`config.mk`:
```
export PLATFORM = sky130hd
export DESIGN_NAME = pifb_flags_bank
export DESIGN_NICKNAME = d
export VERILOG_FILES = /design/src/inc/pifb_pkg.sv /design/src/logic/pifb_edge_detect.sv /design/src/logic/pifb_flag_reg.sv /design/src/logic/pifb_flags_bank.sv
export SDC_FILE = /design/constraint.sdc
export NUM_CORES = 1
export LEC_CHECK = 0
export BUFFER_PORTS_ARGS = -buffer_cell sky130_fd_sc_hd__clkbuf_2
export CAP_MARGIN = 20
export CORE_ASPECT_RATIO = 1.5
export CORE_MARGIN = 2
export CORE_UTILIZATION = 54
export DETAILED_ROUTE_END_ITERATION = 8
export HOLD_SLACK_MARGIN = 0.1
export PLACE_DENSITY = 0.82
export SKIP_LAST_GASP = 1
export SLEW_MARGIN = 20
export SYNTH_ARGS = -nofsm -noshare
export SYNTH_HDL_FRONTEND = slang
export SYNTH_SLANG_ARGS = --single-unit
```
`constraint.sdc`:
```
create_clock -name mclk -period 2.4 [get_ports mclk]
set_input_delay 0.12 -clock mclk [delete_from_list [all_inputs] [get_ports mclk]]
set_output_delay 0.12 -clock mclk [all_outputs]
set_load 0.02 [all_outputs]
```
`src/inc/pifb_pkg.sv`:
```
/*
  Constants for the peripheral interrupt flag bank: register offsets, flag
  bit positions, implemented-bit masks, reset values and the capture/compare
  mode encoding.
  Assumes an 8-bit register port with byte offsets.
*/
`default_nettype none

package pifb_pkg;

  localparam int unsigned ADDR_W = 8;
  localparam int unsigned DATA_W = 8;

  // Register offsets
  localparam logic [7:0] OFF_FLAGS_CLK_LOGIC = 8'h00;
  localparam logic [7:0] OFF_FLAGS_WAVE_CAP  = 8'h04;
  localparam logic [7:0] OFF_MASK_CLK_LOGIC  = 8'h08;
  localparam logic [7:0] OFF_MASK_WAVE_CAP   = 8'h0C;
  localparam logic [7:0] OFF_PEND_CLK_LOGIC  = 8'h10;
  localparam logic [7:0] OFF_PEND_WAVE_CAP   = 8'h14;
  localparam logic [7:0] OFF_CELL_EDGE_CFG   = 8'h18;

  // First flag register bit positions
  localparam int unsigned BIT_OSC_FAIL    = 7;
  localparam int unsigned BIT_CLK_SWITCH  = 6;
  localparam int unsigned BIT_CELL_B      = 1;
  localparam int unsigned BIT_CELL_A      = 0;

  // Second flag register bit positions
  localparam int unsigned BIT_WAVE_SHUT   = 6;
  localparam int unsigned BIT_CAPCOMP_B   = 1;
  localparam int unsigned BIT_CAPCOMP_A   = 0;

  // Implemented bits; all others read zero and ignore writes
  localparam logic [7:0] IMPL_CLK_LOGIC = 8'hC3;
  localparam logic [7:0] IMPL_WAVE_CAP  = 8'h43;

  localparam logic [7:0] RST_FLAGS = 8'h00;
  localparam logic [7:0] RST_MASK  = 8'h00;
  localparam logic [7:0] ZERO_BYTE = 8'h00;

  // Edge configuration: bit layout and reset (rising edges only)
  localparam int unsigned CFG_A_RISE = 0;
  localparam int unsigned CFG_A_FALL = 1;
  localparam int unsigned CFG_B_RISE = 2;
  localparam int unsigned CFG_B_FALL = 3;
  localparam logic [3:0]  RST_EDGE_CFG = 4'h5;

  // Level event vector positions for the edge detector
  localparam int unsigned LVL_CELL_A   = 0;
  localparam int unsigned LVL_CELL_B   = 1;
  localparam int unsigned LVL_OSC_FAIL = 2;
  localparam int unsigned LVL_SHUTDOWN = 3;
  localparam int unsigned LVL_COUNT    = 4;

  typedef enum logic [1:0] {
    PIFB_CC_OFF     = 2'h0,
    PIFB_CC_CAPTURE = 2'h1,
    PIFB_CC_COMPARE = 2'h3,
    PIFB_CC_PWM     = 2'h2
  } pifb_ccmode_t;

endpackage : pifb_pkg

`default_nettype wire

```
`src/logic/pifb_edge_detect.sv`:
```
/*
  Edge detector for level event sources: a registered one-cycle pulse on
  each enabled rising or falling edge.
  Assumes its levels come from logic on the same clock.
*/
`timescale 1ns/1ps
`default_nettype none

module pifb_edge_detect #(
  parameter int unsigned WIDTH = 4
) (
  input  wire logic             mclk,
  input  wire logic             rst_b,
  input  wire logic [WIDTH-1:0] level,
  input  wire logic [WIDTH-1:0] rise_en,
  input  wire logic [WIDTH-1:0] fall_en,
  output logic      [WIDTH-1:0] pulse
);
  import pifb_pkg::*;

  logic [WIDTH-1:0] level_prev;

  always_ff @(posedge mclk) begin
    if (!rst_b) begin
      level_prev <= '0;
    end else begin
      level_prev <= level;
    end
  end

  // A level already high at reset release counts as a rising edge
  always_ff @(posedge mclk) begin
    if (!rst_b) begin
      pulse <= '0;
    end else begin
      pulse <= (rise_en & level & ~level_prev)
             | (fall_en & ~level & level_prev);
    end
  end

endmodule // pifb_edge_detect

`default_nettype wire

```
`src/logic/pifb_flag_reg.sv`:
```
/*
  Sticky flag register: hardware sets, software writes either the value
  directly or clears with ones. Only implemented bits hold state.
  Assumes set pulses and the write strobe are on mclk.
*/
`timescale 1ns/1ps
`default_nettype none

module pifb_flag_reg #(
  parameter int unsigned WIDTH     = 8,
  parameter logic [WIDTH-1:0] IMPL = '1,
  parameter bit          W1C       = 1'b0
) (
  input  wire logic             mclk,
  input  wire logic             rst_b,
  input  wire logic [WIDTH-1:0] set,
  input  wire logic             wr,
  input  wire logic [WIDTH-1:0] wdata,
  output logic      [WIDTH-1:0] flags
);
  import pifb_pkg::*;

  logic [WIDTH-1:0] next_flags;

  always_comb begin
    next_flags = flags;
    if (wr) begin
      next_flags = W1C ? (flags & ~wdata) : wdata;
    end
    // Set beats a simultaneous clear so no event is lost
    next_flags = (next_flags | set) & IMPL;
  end

  always_ff @(posedge mclk) begin
    if (!rst_b) begin
      flags <= '0;
    end else begin
      flags <= next_flags;
    end
  end

endmodule // pifb_flag_reg

`default_nettype wire

```
`src/logic/pifb_flags_bank.sv`:
```
/*
  Peripheral interrupt flag bank: two 8-bit hardware-set flag registers
  for clock, logic-cell, waveform-generator and capture/compare events,
  with mask, write-one-to-clear pending copies and one interrupt line.
  Assumes all event sources are on-chip logic clocked by mclk and a
  register master that never needs wait states.
*/
// The address-and-strobe port and the register offsets were left to the implementer.

`timescale 1ns/1ps
`default_nettype none

module pifb_flags_bank (
  input  wire logic                        mclk,
  input  wire logic                        rst_b,
  // Register port
  input  wire logic [pifb_pkg::ADDR_W-1:0] reg_addr,
  input  wire logic [pifb_pkg::DATA_W-1:0] reg_wdata,
  input  wire logic                        reg_wr,
  input  wire logic                        reg_rd,
  output logic      [pifb_pkg::DATA_W-1:0] reg_rdata,
  // Clock system events
  input  wire logic                        osc_fail_detect,
  input  wire logic                        clock_switch_done,
  // Logic cell outputs
  input  wire logic                        logic_cell_a_output,
  input  wire logic                        logic_cell_b_output,
  // Waveform generator
  input  wire logic                        waveform_shutdown,
  // Capture/compare unit A
  input  wire logic [1:0]                  capcomp_a_mode_select,
  input  wire logic                        capcomp_a_capture,
  input  wire logic                        capcomp_a_match,
  input  wire logic                        capcomp_a_trail,
  // Capture/compare unit B
  input  wire logic [1:0]                  capcomp_b_mode_select,
  input  wire logic                        capcomp_b_capture,
  input  wire logic                        capcomp_b_match,
  input  wire logic                        capcomp_b_trail,
  // Flag views and interrupt
  output logic      [pifb_pkg::DATA_W-1:0] irq_flags_clock_and_logic,
  output logic      [pifb_pkg::DATA_W-1:0] irq_flags_waveform_and_capture,
  output logic                             irq
);
  import pifb_pkg::*;

  // Selects the one event that counts in the unit's current mode
  function automatic logic capcomp_event(
    input logic [1:0] mode,
    input logic       capture,
    input logic       match,
    input logic       trail
  );
    logic hit;
    hit = 1'b0;
    case (pifb_ccmode_t'(mode))
      PIFB_CC_CAPTURE: hit = capture;
      PIFB_CC_COMPARE: hit = match;
      PIFB_CC_PWM:     hit = trail;
      PIFB_CC_OFF:     hit = 1'b0;
      default:         hit = 1'b0;
    endcase
    return hit;
  endfunction

  function automatic logic addr_is(
    input logic [ADDR_W-1:0] addr,
    input logic [7:0]        offset
  );
    return addr == offset;
  endfunction

  // Shared by both register pairs feeding the interrupt line
  function automatic logic any_unmasked(
    input logic [DATA_W-1:0] pend,
    input logic [DATA_W-1:0] mask
  );
    return |(pend & mask);
  endfunction

  // Edge config width follows its reset constant
  localparam int unsigned CFG_W = $bits(RST_EDGE_CFG);

  logic [DATA_W-1:0]    mask_clk_logic;
  logic [DATA_W-1:0]    mask_wave_cap;
  logic [DATA_W-1:0]    pend_clk_logic;
  logic [DATA_W-1:0]    pend_wave_cap;
  logic [CFG_W-1:0]     cell_edge_cfg;
  logic [LVL_COUNT-1:0] lvl_vec;
  logic [LVL_COUNT-1:0] lvl_rise_en;
  logic [LVL_COUNT-1:0] lvl_fall_en;
  logic [LVL_COUNT-1:0] lvl_pulse;
  logic [DATA_W-1:0]    set_clk_logic;
  logic [DATA_W-1:0]    set_wave_cap;
  logic                 wr_flags_clk_logic;
  logic                 wr_flags_wave_cap;
  logic                 wr_pend_clk_logic;
  logic                 wr_pend_wave_cap;
  logic [DATA_W-1:0]    next_rdata;
  logic                 wr_mask_clk_logic;
  logic                 wr_mask_wave_cap;
  logic                 wr_edge_cfg;

  // Level sources go through the edge detector
  always_comb begin
    lvl_vec                = '0;
    lvl_vec[LVL_CELL_A]    = logic_cell_a_output;
    lvl_vec[LVL_CELL_B]    = logic_cell_b_output;
    lvl_vec[LVL_OSC_FAIL]  = osc_fail_detect;
    lvl_vec[LVL_SHUTDOWN]  = waveform_shutdown;
  end

  // Oscillator and shutdown fire on entry only; cells are configurable
  always_comb begin
    lvl_rise_en               = '0;
    lvl_fall_en               = '0;
    lvl_rise_en[LVL_CELL_A]   = cell_edge_cfg[CFG_A_RISE];
    lvl_fall_en[LVL_CELL_A]   = cell_edge_cfg[CFG_A_FALL];
    lvl_rise_en[LVL_CELL_B]   = cell_edge_cfg[CFG_B_RISE];
    lvl_fall_en[LVL_CELL_B]   = cell_edge_cfg[CFG_B_FALL];
    lvl_rise_en[LVL_OSC_FAIL] = 1'b1;
    lvl_rise_en[LVL_SHUTDOWN] = 1'b1;
  end

  pifb_edge_detect #(
    .WIDTH   (LVL_COUNT)
  ) u_edges (
    .mclk    (mclk),
    .rst_b   (rst_b),
    .level   (lvl_vec),
    .rise_en (lvl_rise_en),
    .fall_en (lvl_fall_en),
    .pulse   (lvl_pulse)
  );

  // Set vectors; masks play no part in setting, the edge enables gate the cell flags
  always_comb begin
    set_clk_logic = ZERO_BYTE;
    set_wave_cap  = ZERO_BYTE;
    set_clk_logic[BIT_OSC_FAIL] = lvl_pulse[LVL_OSC_FAIL];
    set_clk_logic[BIT_CLK_SWITCH] = clock_switch_done;
    set_clk_logic[BIT_CELL_B] = lvl_pulse[LVL_CELL_B];
    set_clk_logic[BIT_CELL_A] = lvl_pulse[LVL_CELL_A];
    set_wave_cap[BIT_WAVE_SHUT] = lvl_pulse[LVL_SHUTDOWN];
    set_wave_cap[BIT_CAPCOMP_B] = capcomp_event(capcomp_b_mode_select,
                                                capcomp_b_capture,
                                                capcomp_b_match,
                                                capcomp_b_trail);
    set_wave_cap[BIT_CAPCOMP_A] = capcomp_event(capcomp_a_mode_select,
                                                capcomp_a_capture,
                                                capcomp_a_match,
                                                capcomp_a_trail);
  end

  // Write decode
  always_comb begin
    wr_flags_clk_logic = reg_wr && addr_is(reg_addr, OFF_FLAGS_CLK_LOGIC);
    wr_flags_wave_cap  = reg_wr && addr_is(reg_addr, OFF_FLAGS_WAVE_CAP);
    wr_pend_clk_logic  = reg_wr && addr_is(reg_addr, OFF_PEND_CLK_LOGIC);
    wr_pend_wave_cap   = reg_wr && addr_is(reg_addr, OFF_PEND_WAVE_CAP);
    wr_mask_clk_logic  = reg_wr && addr_is(reg_addr, OFF_MASK_CLK_LOGIC);
    wr_mask_wave_cap   = reg_wr && addr_is(reg_addr, OFF_MASK_WAVE_CAP);
    wr_edge_cfg        = reg_wr && addr_is(reg_addr, OFF_CELL_EDGE_CFG);
  end

  // Directly writable flags, zero at reset
  pifb_flag_reg #(
    .WIDTH (DATA_W),
    .IMPL  (IMPL_CLK_LOGIC),
    .W1C   (1'b0)
  ) u_flags_clk_logic (
    .mclk  (mclk),
    .rst_b (rst_b),
    .set   (set_clk_logic),
    .wr    (wr_flags_clk_logic),
    .wdata (reg_wdata),
    .flags (irq_flags_clock_and_logic)
  );

  pifb_flag_reg #(
    .WIDTH (DATA_W),
    .IMPL  (IMPL_WAVE_CAP),
    .W1C   (1'b0)
  ) u_flags_wave_cap (
    .mclk  (mclk),
    .rst_b (rst_b),
    .set   (set_wave_cap),
    .wr    (wr_flags_wave_cap),
    .wdata (reg_wdata),
    .flags (irq_flags_waveform_and_capture)
  );

  // Pending copies clear by writing ones, leaving the flags untouched
  pifb_flag_reg #(
    .WIDTH (DATA_W),
    .IMPL  (IMPL_CLK_LOGIC),
    .W1C   (1'b1)
  ) u_pend_clk_logic (
    .mclk  (mclk),
    .rst_b (rst_b),
    .set   (set_clk_logic),
    .wr    (wr_pend_clk_logic),
    .wdata (reg_wdata),
    .flags (pend_clk_logic)
  );

  pifb_flag_reg #(
    .WIDTH (DATA_W),
    .IMPL  (IMPL_WAVE_CAP),
    .W1C   (1'b1)
  ) u_pend_wave_cap (
    .mclk  (mclk),
    .rst_b (rst_b),
    .set   (set_wave_cap),
    .wr    (wr_pend_wave_cap),
    .wdata (reg_wdata),
    .flags (pend_wave_cap)
  );

  always_ff @(posedge mclk) begin
    if (!rst_b) begin
      mask_clk_logic <= RST_MASK;
    end else if (wr_mask_clk_logic) begin
      mask_clk_logic <= reg_wdata & IMPL_CLK_LOGIC;
    end
  end

  always_ff @(posedge mclk) begin
    if (!rst_b) begin
      mask_wave_cap <= RST_MASK;
    end else if (wr_mask_wave_cap) begin
      mask_wave_cap <= reg_wdata & IMPL_WAVE_CAP;
    end
  end

  always_ff @(posedge mclk) begin
    if (!rst_b) begin
      cell_edge_cfg <= RST_EDGE_CFG;
    end else if (wr_edge_cfg) begin
      cell_edge_cfg <= reg_wdata[CFG_W-1:0];
    end
  end

  // Interrupt follows pending, so clearing pending drops the line
  // Registered: the line trails pending by one cycle
  always_ff @(posedge mclk) begin
    if (!rst_b) begin
      irq <= 1'b0;
    end else begin
      irq <= any_unmasked(pend_clk_logic, mask_clk_logic)
           | any_unmasked(pend_wave_cap, mask_wave_cap);
    end
  end

  // Unused bits and unmapped offsets read zero
  always_comb begin
    next_rdata = ZERO_BYTE;
    if (reg_rd) begin
      case (reg_addr)
        OFF_FLAGS_CLK_LOGIC: next_rdata = irq_flags_clock_and_logic;
        OFF_FLAGS_WAVE_CAP:  next_rdata = irq_flags_waveform_and_capture;
        OFF_MASK_CLK_LOGIC:  next_rdata = mask_clk_logic;
        OFF_MASK_WAVE_CAP:   next_rdata = mask_wave_cap;
        OFF_PEND_CLK_LOGIC:  next_rdata = pend_clk_logic;
        OFF_PEND_WAVE_CAP:   next_rdata = pend_wave_cap;
        OFF_CELL_EDGE_CFG:   next_rdata = DATA_W'(cell_edge_cfg);
        default:             next_rdata = ZERO_BYTE;
      endcase
    end
  end

  // Read data valid only in the cycle after the strobe
  always_ff @(posedge mclk) begin
    if (!rst_b) begin
      reg_rdata <= ZERO_BYTE;
    end else begin
      reg_rdata <= next_rdata;
    end
  end

endmodule // pifb_flags_bank

`default_nettype wire

```
# Word-level counts from Yosys, hierarchy flattened
# Index checks and enable logic that the tools add are counted.
# op_classes
multipliers	0
shifts	0
n_lt_le_gt_ge	0
bitwise	17
n_addsub	0
div_mod_pow	0
reduce_logical	13
eq_ne	12
muxes	7
# ops
operator	n
8-bit case mux with 7 select lines	1
8-bit by 5-bit equality test with 1-bit output, second input constant	3
8-bit bitwise AND	2
8-bit by 4-bit equality test with 1-bit output, second input constant	2
8-bit two-way mux	2
8-bit bitwise OR	2
8-bit OR reduction	2
7-bit bitwise AND	2
7-bit two-way mux	2
7-bit bitwise OR	2
4-bit bitwise AND	3
2-bit equality test, second input constant	4
8-bit by 3-bit equality test with 1-bit output, second input constant	1
8-bit logical NOT	1
4-bit inverter	2
8-bit inverter	1
1-bit case mux with 4 select lines	2
1-bit logical AND	7
2-bit by 4-bit bitwise AND with 4-bit output	1
2-bit by 1-bit equality test with 1-bit output, second input constant	2
2-bit logical NOT	2
4-bit bitwise OR	1
2-bit AND reduction	1
1-bit bitwise OR	1
# totals
reg_bits	50
elab_cells	62
rom_bits	0
ram_bits	0
mem_count	0
latchBits	0

# Depth between registers and ports, before layout
# Gate-level depths: netlist (run 1).
# depth
depth_word	4
mapped_depth	6
mapped_depth_nobuf	4

# Cells and area by module
# From an unflattened synthesis (run 1), not the netlist that was laid out.
# hier_totals
hier_cells	236
hier_area_um2	2172.1
# by_module_without_submodules
module	seq_area_each_um2	cells_each	instances	area_each_um2
pifb_flags_bank	400.4	140	1	1218.7
pifb_edge_detect	160.2	25	1	286.5
pifb_flag_reg at u_flags_clk_logic	80.1	17	1	188.9
pifb_flag_reg at u_pend_clk_logic	80.1	21	1	173.9
pifb_flag_reg at u_flags_wave_cap	60.1	15	1	157.7
pifb_flag_reg at u_pend_wave_cap	60.1	18	1	146.4

# Worst setup path before layout (run 1)
# Ideal clock, no wire load.
# synth_path
kind	input-to-reg
from	input reg_addr[2] (netlist name)
to	register mask_clk_logic[0]
slack_ns	0.944
arrival_ns	1.328
t_required_ns	2.272
path_stages	5
setup_time_ns	0.128
path_buffers	1
path_cell_list	buf_2 > or4b_1 > nor3_4 > mux2i_1 > nor2_1
# synth_via
elab_chain_len	2
# synth_lines
item	line	rtl
start: declaration	pifb_flags_bank.sv:17	input wire logic [pifb_pkg::ADDR_W-1:0] reg_addr,
8-bit by 4-bit equality test with 1-bit output	pifb_flags_bank.sv:70	return addr == offset;
1-bit logical AND	pifb_flags_bank.sv:161	wr_mask_clk_logic = reg_wr && addr_is(reg_addr, OFF_MASK_CLK_LOGIC);
end signal: assignment	pifb_flags_bank.sv:224	mask_clk_logic <= reg_wdata & IMPL_CLK_LOGIC;
end: declaration	pifb_flags_bank.sv:84	logic [DATA_W-1:0] mask_clk_logic;
# No other way between the ends.
# A chain may end at the register's enable or synchronous reset.

# Worst setup path after layout (run 1)
# layout_path
from	input reg_addr[2] (netlist name)
to	register cell_edge_cfg[2]
# layout_via
elab_chain_len	2
# layout_lines
item	line	rtl
8-bit by 5-bit equality test with 1-bit output	pifb_flags_bank.sv:70	
1-bit logical AND	pifb_flags_bank.sv:163	wr_edge_cfg = reg_wr && addr_is(reg_addr, OFF_CELL_EDGE_CFG);
end signal: assignment	pifb_flags_bank.sv:240	cell_edge_cfg <= reg_wdata[CFG_W-1:0];
end: declaration	pifb_flags_bank.sv:88	logic [CFG_W-1:0] cell_edge_cfg;
# No other way between the ends.

==> results, run 1 <==
- The run finished with clean final reports.
- The worst flop-to-flop path startpoint is u_flags_clk_logic.flags[0]$_SDFF_PN0_.
- The die boundary width is 51.91 um.
- For the final routed database, the setup TNS stands at 0 ns.
- The first-pass detailed-route iteration total is 4.
- The number of distinct library cell variants in the gate-level netlist after synthesis is 39.
- The cell sitting at the root of the clock tree is a clkbuf_8.
- The antenna cell count is 0.
- The via count is about 1,700.
- For the worst setup path, the data arrival time is ~1.7 ns.
- Together, buffers and inverters on the worst path number 1.
- Post-CTS timing repair inserted 0 buffers for setup.
- The cell area after synthesis is ~0.0019 mm2.
- Summed over all layers, the global routing overflow is 0.
- For the finished layout, the period the worst path requires is roughly 1.5 ns.
- Clock-pin slew was measured on the worst setup and hold paths at approximately 0.08 ns.
- The maximum vdd drop is roughly 0.53 mV.
- After the first detailed-routing iteration, the DRC count stood at 44.
- In the post-synthesis netlist, the biggest area contributors are dfxtp_1, mux2i_1, nor2_1, buf_4, a21oi_1.
- Counting the fill cells in the layout gives approximately 290.
- The initial utilization of the core area, before any placement, comes to 0.5549.
- The number of clock buffers added by TritonCTS is 5.
- The placer's final routability congestion estimate is between 0.8 and 0.9.
- The top cell type by total area after synthesis is dfxtp_1.
- The cell family contributing the most delay on the critical path is simple AND/OR/NAND/NOR gates.
- Buffers placed on the I/O ports in this run total 46.
- The critical path endpoint category is a flop.
- The number of nets in the layout is ~290.
- The floorplan step defined a die boundary enclosing about 0.0039 mm2.
- The number of antenna-violating nets in the routed design is 0.
- The power density over the cells is around 640 mW/mm2.
- The post-synthesis register bit count is 40.
- The worst hold path startpoint is reg_wdata[7].
- The worst setup path is launched from an input port.
- In the synthesized netlist, the number of instances is roughly 200.
- A synthesized cell averages between 9 and 10 um2.
- The analysis attributes to cell leakage a power of 0.9452 nW.
- Summing internal, switching and leakage power gives ~0.0014 W.
- The maximum level of the CTS H-tree is 2.
- After detailed routing, the total wire length is between 4 and 5 mm.
- The global-route wire length before repair is about 6.5 mm.
- The worst reg-to-reg path cell count is 3.
- Setup violations remaining at the end of the flow were counted as 0.
- The detailed-route DRC error count is 0.
- The final worst setup slack is around 0.92 ns.
- Summing all placed instances gives a cell area of 0.002071 mm2.
- Of the available clock period, the critical path in the final layout requires 0.6160.
- The finished cells cover 0.002262 mm2.
- In this run the standard cell core region covers about 0.0034 mm2.
- The relative max-transition margin is 0.5156.
- The per-cell routed wire length is 14.12 um.
- The data required time at the worst endpoint is about 2.6 ns.
- The worst hold path belongs to the class in2reg.
- Along the worst hold path, the cell count comes to 3.
- The pin slew with the least headroom to its limit is roughly 0.73 ns.
- The mean number of vias per cell is 5.562.
- The clock drives 40 sinks.
- The critical path depth in cells is 5.
- The total number of yosys warnings is 0.
- Prior to clock tree synthesis, the placed netlist has a worst setup slack of around 0.66 ns.
- The largest net degree at the start of global routing is 25.
- Leaving out fill and tap cells, the most frequent cells in the layout are clkbuf_2, dfxtp_1, nor2_1, mux2i_1, a21oi_1.
- In this run the count of I/O pins placed on the die edge is 60.
- The longest clock path from root to sink contains 2 buffers.
- The area added between synthesis and finish is 21.67%.
- Timing would allow up to about 0.68 GHz.
- Setup repair after global routing left no endpoint under its margin.
- The number of placement rows is 26.
- The via count of the first global-routing pass is 1,472.
- Of the cells placed in the final design, the portion with a size suffix greater than 1 is 0.2667.
- The launching instance or port of the critical path is reg_addr[2].
- For the worst-skew pair, the clock arrives at the later sink with an insertion delay of slightly below 0.3 ns.
- The most common library cell in the layout ignoring fill and taps is clkbuf_2.
- In this design, the stage delay of the slowest critical-path cell is 0.61 ns.
- The slowest cell on the critical path is nor4b_1.
- The hold violation total from the final report is 0.
- The height of the chip is about 76 um.
- The share of synthesized area in the top cell type comes to 0.4307.
- Traced cell by cell, the critical path runs through clkbuf_2 -> nor4b_1 -> nand3_1 -> mux2i_1 -> nand2_1.
- Across every metal layer, demand over resource in global routing totals 0.2255.
- The fraction of the yosys area taken by sequential cells is 0.4307.
- Of all nets on the critical path, the largest fanout is 17.
- Max-cap violations in this run came to 0.
- TritonCTS built the clock tree.
- The largest clock skew in the final design is between 0.01 and 0.015 ns.
- Summed over all nets, the half-perimeter wirelength after detailed placement is around 3 mm.
- The initial antenna violation count is 0.
- The max-slew violation count is 0.
- The setup path with the least slack is of type in2reg.
[sequential cells by signal, indices dropped and copies added, names as in the netlist]
| signal | flops |
|---|---|
| u_flags_wave_cap.flags | 3 |
| irq | 1 |
| u_pend_wave_cap.flags | 3 |
| reg_rdata | 6 |
| u_pend_clk_logic.flags | 4 |
| mask_clk_logic | 4 |
| u_edges.pulse | 4 |
| mask_wave_cap | 3 |
| u_edges.level_prev | 4 |
| u_flags_clk_logic.flags | 4 |
| cell_edge_cfg | 4 |
[cell families (layout without fill, tap and decap cells)]
logic type / count (synthesis) / after routing / share of synthesized area
other: 1 / 11 / 0.002017
buffers and inverters: 24 / 67 / 0.07267
DFF: 40 / 40 / 0.4307
and+or+nand+nor: 80 / 80 / 0.2564
muxes: 20 / 20 / 0.1171
AOI/OAI and AO/OA: 37 / 37 / 0.1211
[cell usage after synthesis]
library cell / number
dfxtp_1: 40
nor2_1: 26
mux2i_1: 15
a21oi_1: 14
buf_4: 11
nand2_1: 9
o21ai_0: 8
nand3_1: 6
nand3b_1: 6
nor3_1: 6
a211oi_1: 5
inv_1: 5
nand4_1: 5
a22oi_1: 4
and2_1: 4
clkbuf_1: 4
mux2_2: 4
buf_2: 3
a31oi_1: 2
nor2b_1: 2
nor3_4: 2
nor4b_1: 2
or2_2: 2
or4b_1: 2
a222oi_1: 1
a22o_1: 1
and3_1: 1
buf_1: 1
conb_1: 1
mux4_2: 1
nand2b_1: 1
nor4_1: 1
nor4_2: 1
nor4_4: 1
nor4b_2: 1
o211ai_1: 1
o32ai_1: 1
or4_1: 1
or4b_4: 1
[stage by stage]
| stage | hold WS (ns) | cells | utilization |
|---|---|---|---|
| floorplan | 0.2374 | 212 | - |
| global placement | 0.3325 | 282 | 0.6180 |
| detailed placement | 0.3347 | 282 | 0.6180 |
| CTS | 0.1078 | 297 | 0.6751 |
| global route | 0.1405 | 297 | 0.6751 |
| finish | 0.1057 | 297 | 0.6751 |
[routing by layer]
layer  routed length, um  part of all wire  track usage  vias up
li1                    -                 -            -      808
met1                1685              0.40       0.2485      777
met2                2138              0.51       0.3896       55
met3                 206             0.049      0.05490       12
met4                 164             0.039       0.1316        0
met5                   0                 0            0        -
[tightest hold or removal path, stage by stage]
cell and delay, ns:
clkbuf_2 0.11, mux2i_1 0.07, nor2_1 0.07
[area by class of cell]
cell class,count,area (um2),area share
inverter,5,18.77,0.008296
multi-input combinational,148,960.9,0.4248
sequential,40,800.8,0.3540
tap,42,52.55,0.02323
timing repair buffer,54,307.8,0.1361
clock buffer,6,82.58,0.03650
clock inverter,2,38.79,0.01715
[report_power, final]
group | switching [W] | internal (W) | leakage [nW]
Clock | 0.000231 | 0.000340 | 0.0614
Combinational | 0.000100 | 0.0000680 | 0.556
Sequential | 0.0000202 | 0.000689 | 0.328
[path summary, 6_finish.rpt]
check                                        end  slack, ns
hold / removal    mask_clk_logic[7]$_SDFFE_PN0P_       0.11
setup / recovery   cell_edge_cfg[2]$_SDFFE_PN1P_       0.92
setup reg to reg         reg_rdata[0]$_SDFF_PN0_       1.22
hold reg to reg      u_edges.pulse[3]$_SDFF_PN0_       0.39
[what timing repair did]
| action | in CTS | in global routing |
|---|---|---|
| endpoints found under the hold margin | 7 | 0 |
| hold buffers | 7 | 0 |
| resized for setup | 0 | 0 |
Note: power is estimated with default switching activity, not from simulation.
==> run 2: changes to the inputs <==
CORE_UTILIZATION = 45   (was 54)
PLACE_DENSITY = 0.73   (was 0.82)
clock period = 1.24 ns   (was 2.4 ns; I/O delays follow)
==> run 2 against run 1 <==
Net effect: worst setup slack got worse by 0.91 ns; via count is 8.6% higher; count of clock-buffer cells in the layout is the same; clock power is 61% higher; hold slack improved by 0.010 ns; combinational power up 140%; die area rose by 19%; critical endpoint is now mask_wave_cap[6]$_SDFFE_PN0P_; flip-flop and latch count unchanged; sequential share of layout area is 3.8 points lower; non-clock buffer count grew 34; sequential power grew 93%; final cell count up 12%.
==> results, run 2 (synthesized netlist as in run 1, its figures left out) <==
- The overall global routing resource usage is 0.2189.
- The mean number of vias per cell is around 5.4.
- The antenna cell count is 0.
- The area added between synthesis and finish is 36.47%.
- The final route contains about 1,800 vias.
- The global route total overflow is 0.
- Leaving out fill and tap cells, the most frequent cell in the layout is clkbuf_2.
- The detailed-route DRC error count is 0.
- The share of the cycle needed by the critical path after routing is 0.9911.
- For this block, the initial DRC count from the detailed router was 63.
- The hold-critical path depth is 3.
- 60 I/O pins were placed.
- The data arrival at the endpoint of the critical path is around 1.4 ns.
- The number of antenna-violating nets in the routed design is 0.
- The area of all sequential standard cells is between 800 and 900 um2.
- The clock latency of the later-clocked register in the worst-skew pair is around 0.3 ns.
- TritonCTS built the clock tree.
- The largest clock skew in the final design is 0.01116 ns.
- The critical path in this run is classified as in2reg.
- Based on the critical path, the design can be clocked at up to 0.8137 GHz.
- The tree built by TritonCTS fans out to 40 sinks.
- The maximum vdd drop is a little over 0.9 mV.
- In this run the critical register-to-register path is launched from u_flags_clk_logic.flags[0]$_SDFF_PN0_.
- The number of buffers and inverters on the critical path is 1.
- The category of the worst setup path launch point is an input port.
- The count of buffers added on input and output ports is 46.
- Setup violations remaining at the end of the flow were counted as 0.
- In this run the worst setup path begins at reg_addr[7].
- For this design, the slowest cell found on the critical path is or4b_4.
- The cell count after placement is 314.
- The library cells used most frequently in the layout, excluding fill and tap cells, are clkbuf_2, dfxtp_1, buf_4, nor2_1, mux2i_1.
- For the worst flop-to-flop path, the logic depth is 3.
- On the worst path, the slowest cell contributes a delay of 0.56 ns.
- The initial antenna violation count is 0.
- Grouping stages by cell kind, the critical path spends the most delay in simple AND/OR/NAND/NOR gates.
- The register with the most flip-flops in the layout has 6 of them.
- Setup slack on the critical path of the routed design comes to roughly 0.011 ns.
- Routability-driven placement finished with a final weighted congestion of about 1.
- After clock tree synthesis, the clock-pin slew on the worst setup and hold paths is about 0.08 ns.
- The tool flagged a number of max-cap violations equal to 0.
- The first global-routing pass estimated just under 8 mm of wire.
- The initial standard-cell utilization of the core is 0.4697.
- Setup repair after global routing could not meet its margin everywhere.
- The die footprint is roughly 0.0047 mm2.
- The largest fanout on the critical path is 3.
- The die is 82.73 um tall.
- Detailed placement finished with a half-perimeter wire length of about 3.7 mm.
- The flow ran to the end, and the final reports show no timing, DRC or antenna violations.
- Entering global routing, the biggest net connects 16 pins.
- The static leakage is 1.095 nW.
- The maximum buffer depth of the clock tree is 2.
- The capturing instance or port of the critical path is mask_wave_cap[6]$_SDFFE_PN0P_.
- Subtracting the final worst setup slack from the clock period gives roughly 1.2 ns.
- The post-route non-filler standard cell count is between 300 and 400.
- For flop-to-flop paths, the worst setup slack is 0.06 ns.
- Data on the critical path is required at its endpoint by around 1.4 ns.
- The worst min-delay path class is in2reg.
- Traced cell by cell, the critical path runs through buf_6 -> or4b_4 -> nor4_4 -> mux2i_1 -> nor2_1.
- After floorplanning, the core was sized to cover between 0.003 and 0.004 mm2.
- After detailed routing, the average wire length per cell comes to around 14 um.
- The first-pass detailed-route iteration total is 4.
- The capturing point of the worst reg2reg path is reg_rdata[0]$_SDFF_PN0_.
- In the final layout, the multi-input gates occupy 983.4 um2.
- The cell sitting at the root of the clock tree is a clkbuf_8.
- The max-slew violation count came to 0.
- Power spread over the standard cell area amounts to approximately 1100 mW/mm2.
- The critical path endpoint category is a flop.
- The hold violation total from the final report was 0.
- The fill cell total of the finished layout is 368.
- The via count of the first global-routing pass came to 1,670.
- The number of placement rows is 28.
- The maximum level of the CTS H-tree is 2.
- Counting the buffers created by CTS gives 5.
- In the final layout, the share of cells above drive strength 1 is 0.3529.
- In this run the number of cells on the critical path is 5.
- For this block, the routed nets add up to 4.799 mm of wire.
- reg_rdata holds more flip-flops than any other register.
- For this run, the post-layout net count is around 320.
- Before CTS, the worst setup slack after placement is -0.3296 ns.
- The die boundary width is around 56 um.
## run 2: repair_timing
action                                  4_1_cts  5_1_grt
cloned                                        0        0
setup buffers                                 0        2
resized for setup                             1        2
endpoints found under the setup margin        3        4
hold buffers                                 10        0
endpoints found under the hold margin        15        0
pin swaps                                     1        4
## run 2: how the worst min path moves through the flow
stage                 startpoint                              endpoint
6_report                   rst_b         cell_edge_cfg[2]$_SDFFE_PN1P_
5_1_grt             reg_wdata[1]         cell_edge_cfg[1]$_SDFFE_PN0P_
4_1_cts             reg_wdata[0]         cell_edge_cfg[0]$_SDFFE_PN1P_
3_5_place_dp        reg_wdata[2]         cell_edge_cfg[2]$_SDFFE_PN1P_
2_1_floorplan  clock_switch_done  u_pend_clk_logic.flags[6]$_SDFF_PN0_
3_3_place_gp        reg_wdata[2]         cell_edge_cfg[2]$_SDFFE_PN1P_
## run 2: stage by stage
stage	area [um2]	TNS, ns	hold WS [ns]	util	power (W)
final	2537	0	0.1157	0.6410	0.002696
after global routing	2537	-0.2537	0.1244	0.6410	0.002820
after CTS	2512	0	0.1061	0.6346	0.002708
after detailed placement	2315	-3.761	0.2796	0.5847	0.001774
after global placement	2315	-3.395	0.2746	0.5847	0.001765
after floorplan	1929	-0.8205	0.1794	-	0.001617
## run 2: worst min-delay path: stages
cell and delay [ns]:
clkbuf_2 0.09, buf_4 0.17, nand2_1 0.06
## run 2: layer usage
metal,share of wire,GRT usage,vias up
li1,-,-,878
met1,0.39,0.2471,838
met2,0.53,0.3919,68
met3,0.047,0.03738,10
met4,0.028,0.1167,0
met5,0,0,-
## run 2: where the power goes
group          total (W)  internal (W)  switching [W]  leakage (nW)
combinational   0.000404      0.000191       0.000214         0.724
clock           0.000919      0.000450       0.000469        0.0434
sequential       0.00137       0.00133      0.0000398         0.328
## run 2: area by class of cell
cell class                      instances  share of cell area
Multi-Input combinational cell        148              0.3876
Sequential cell                        40              0.3156
Timing Repair Buffer                   88              0.2288
Clock buffer                            6             0.03254
Tap cell                               45             0.02219
Inverter                                5            0.007396
Clock inverter                          2            0.005917
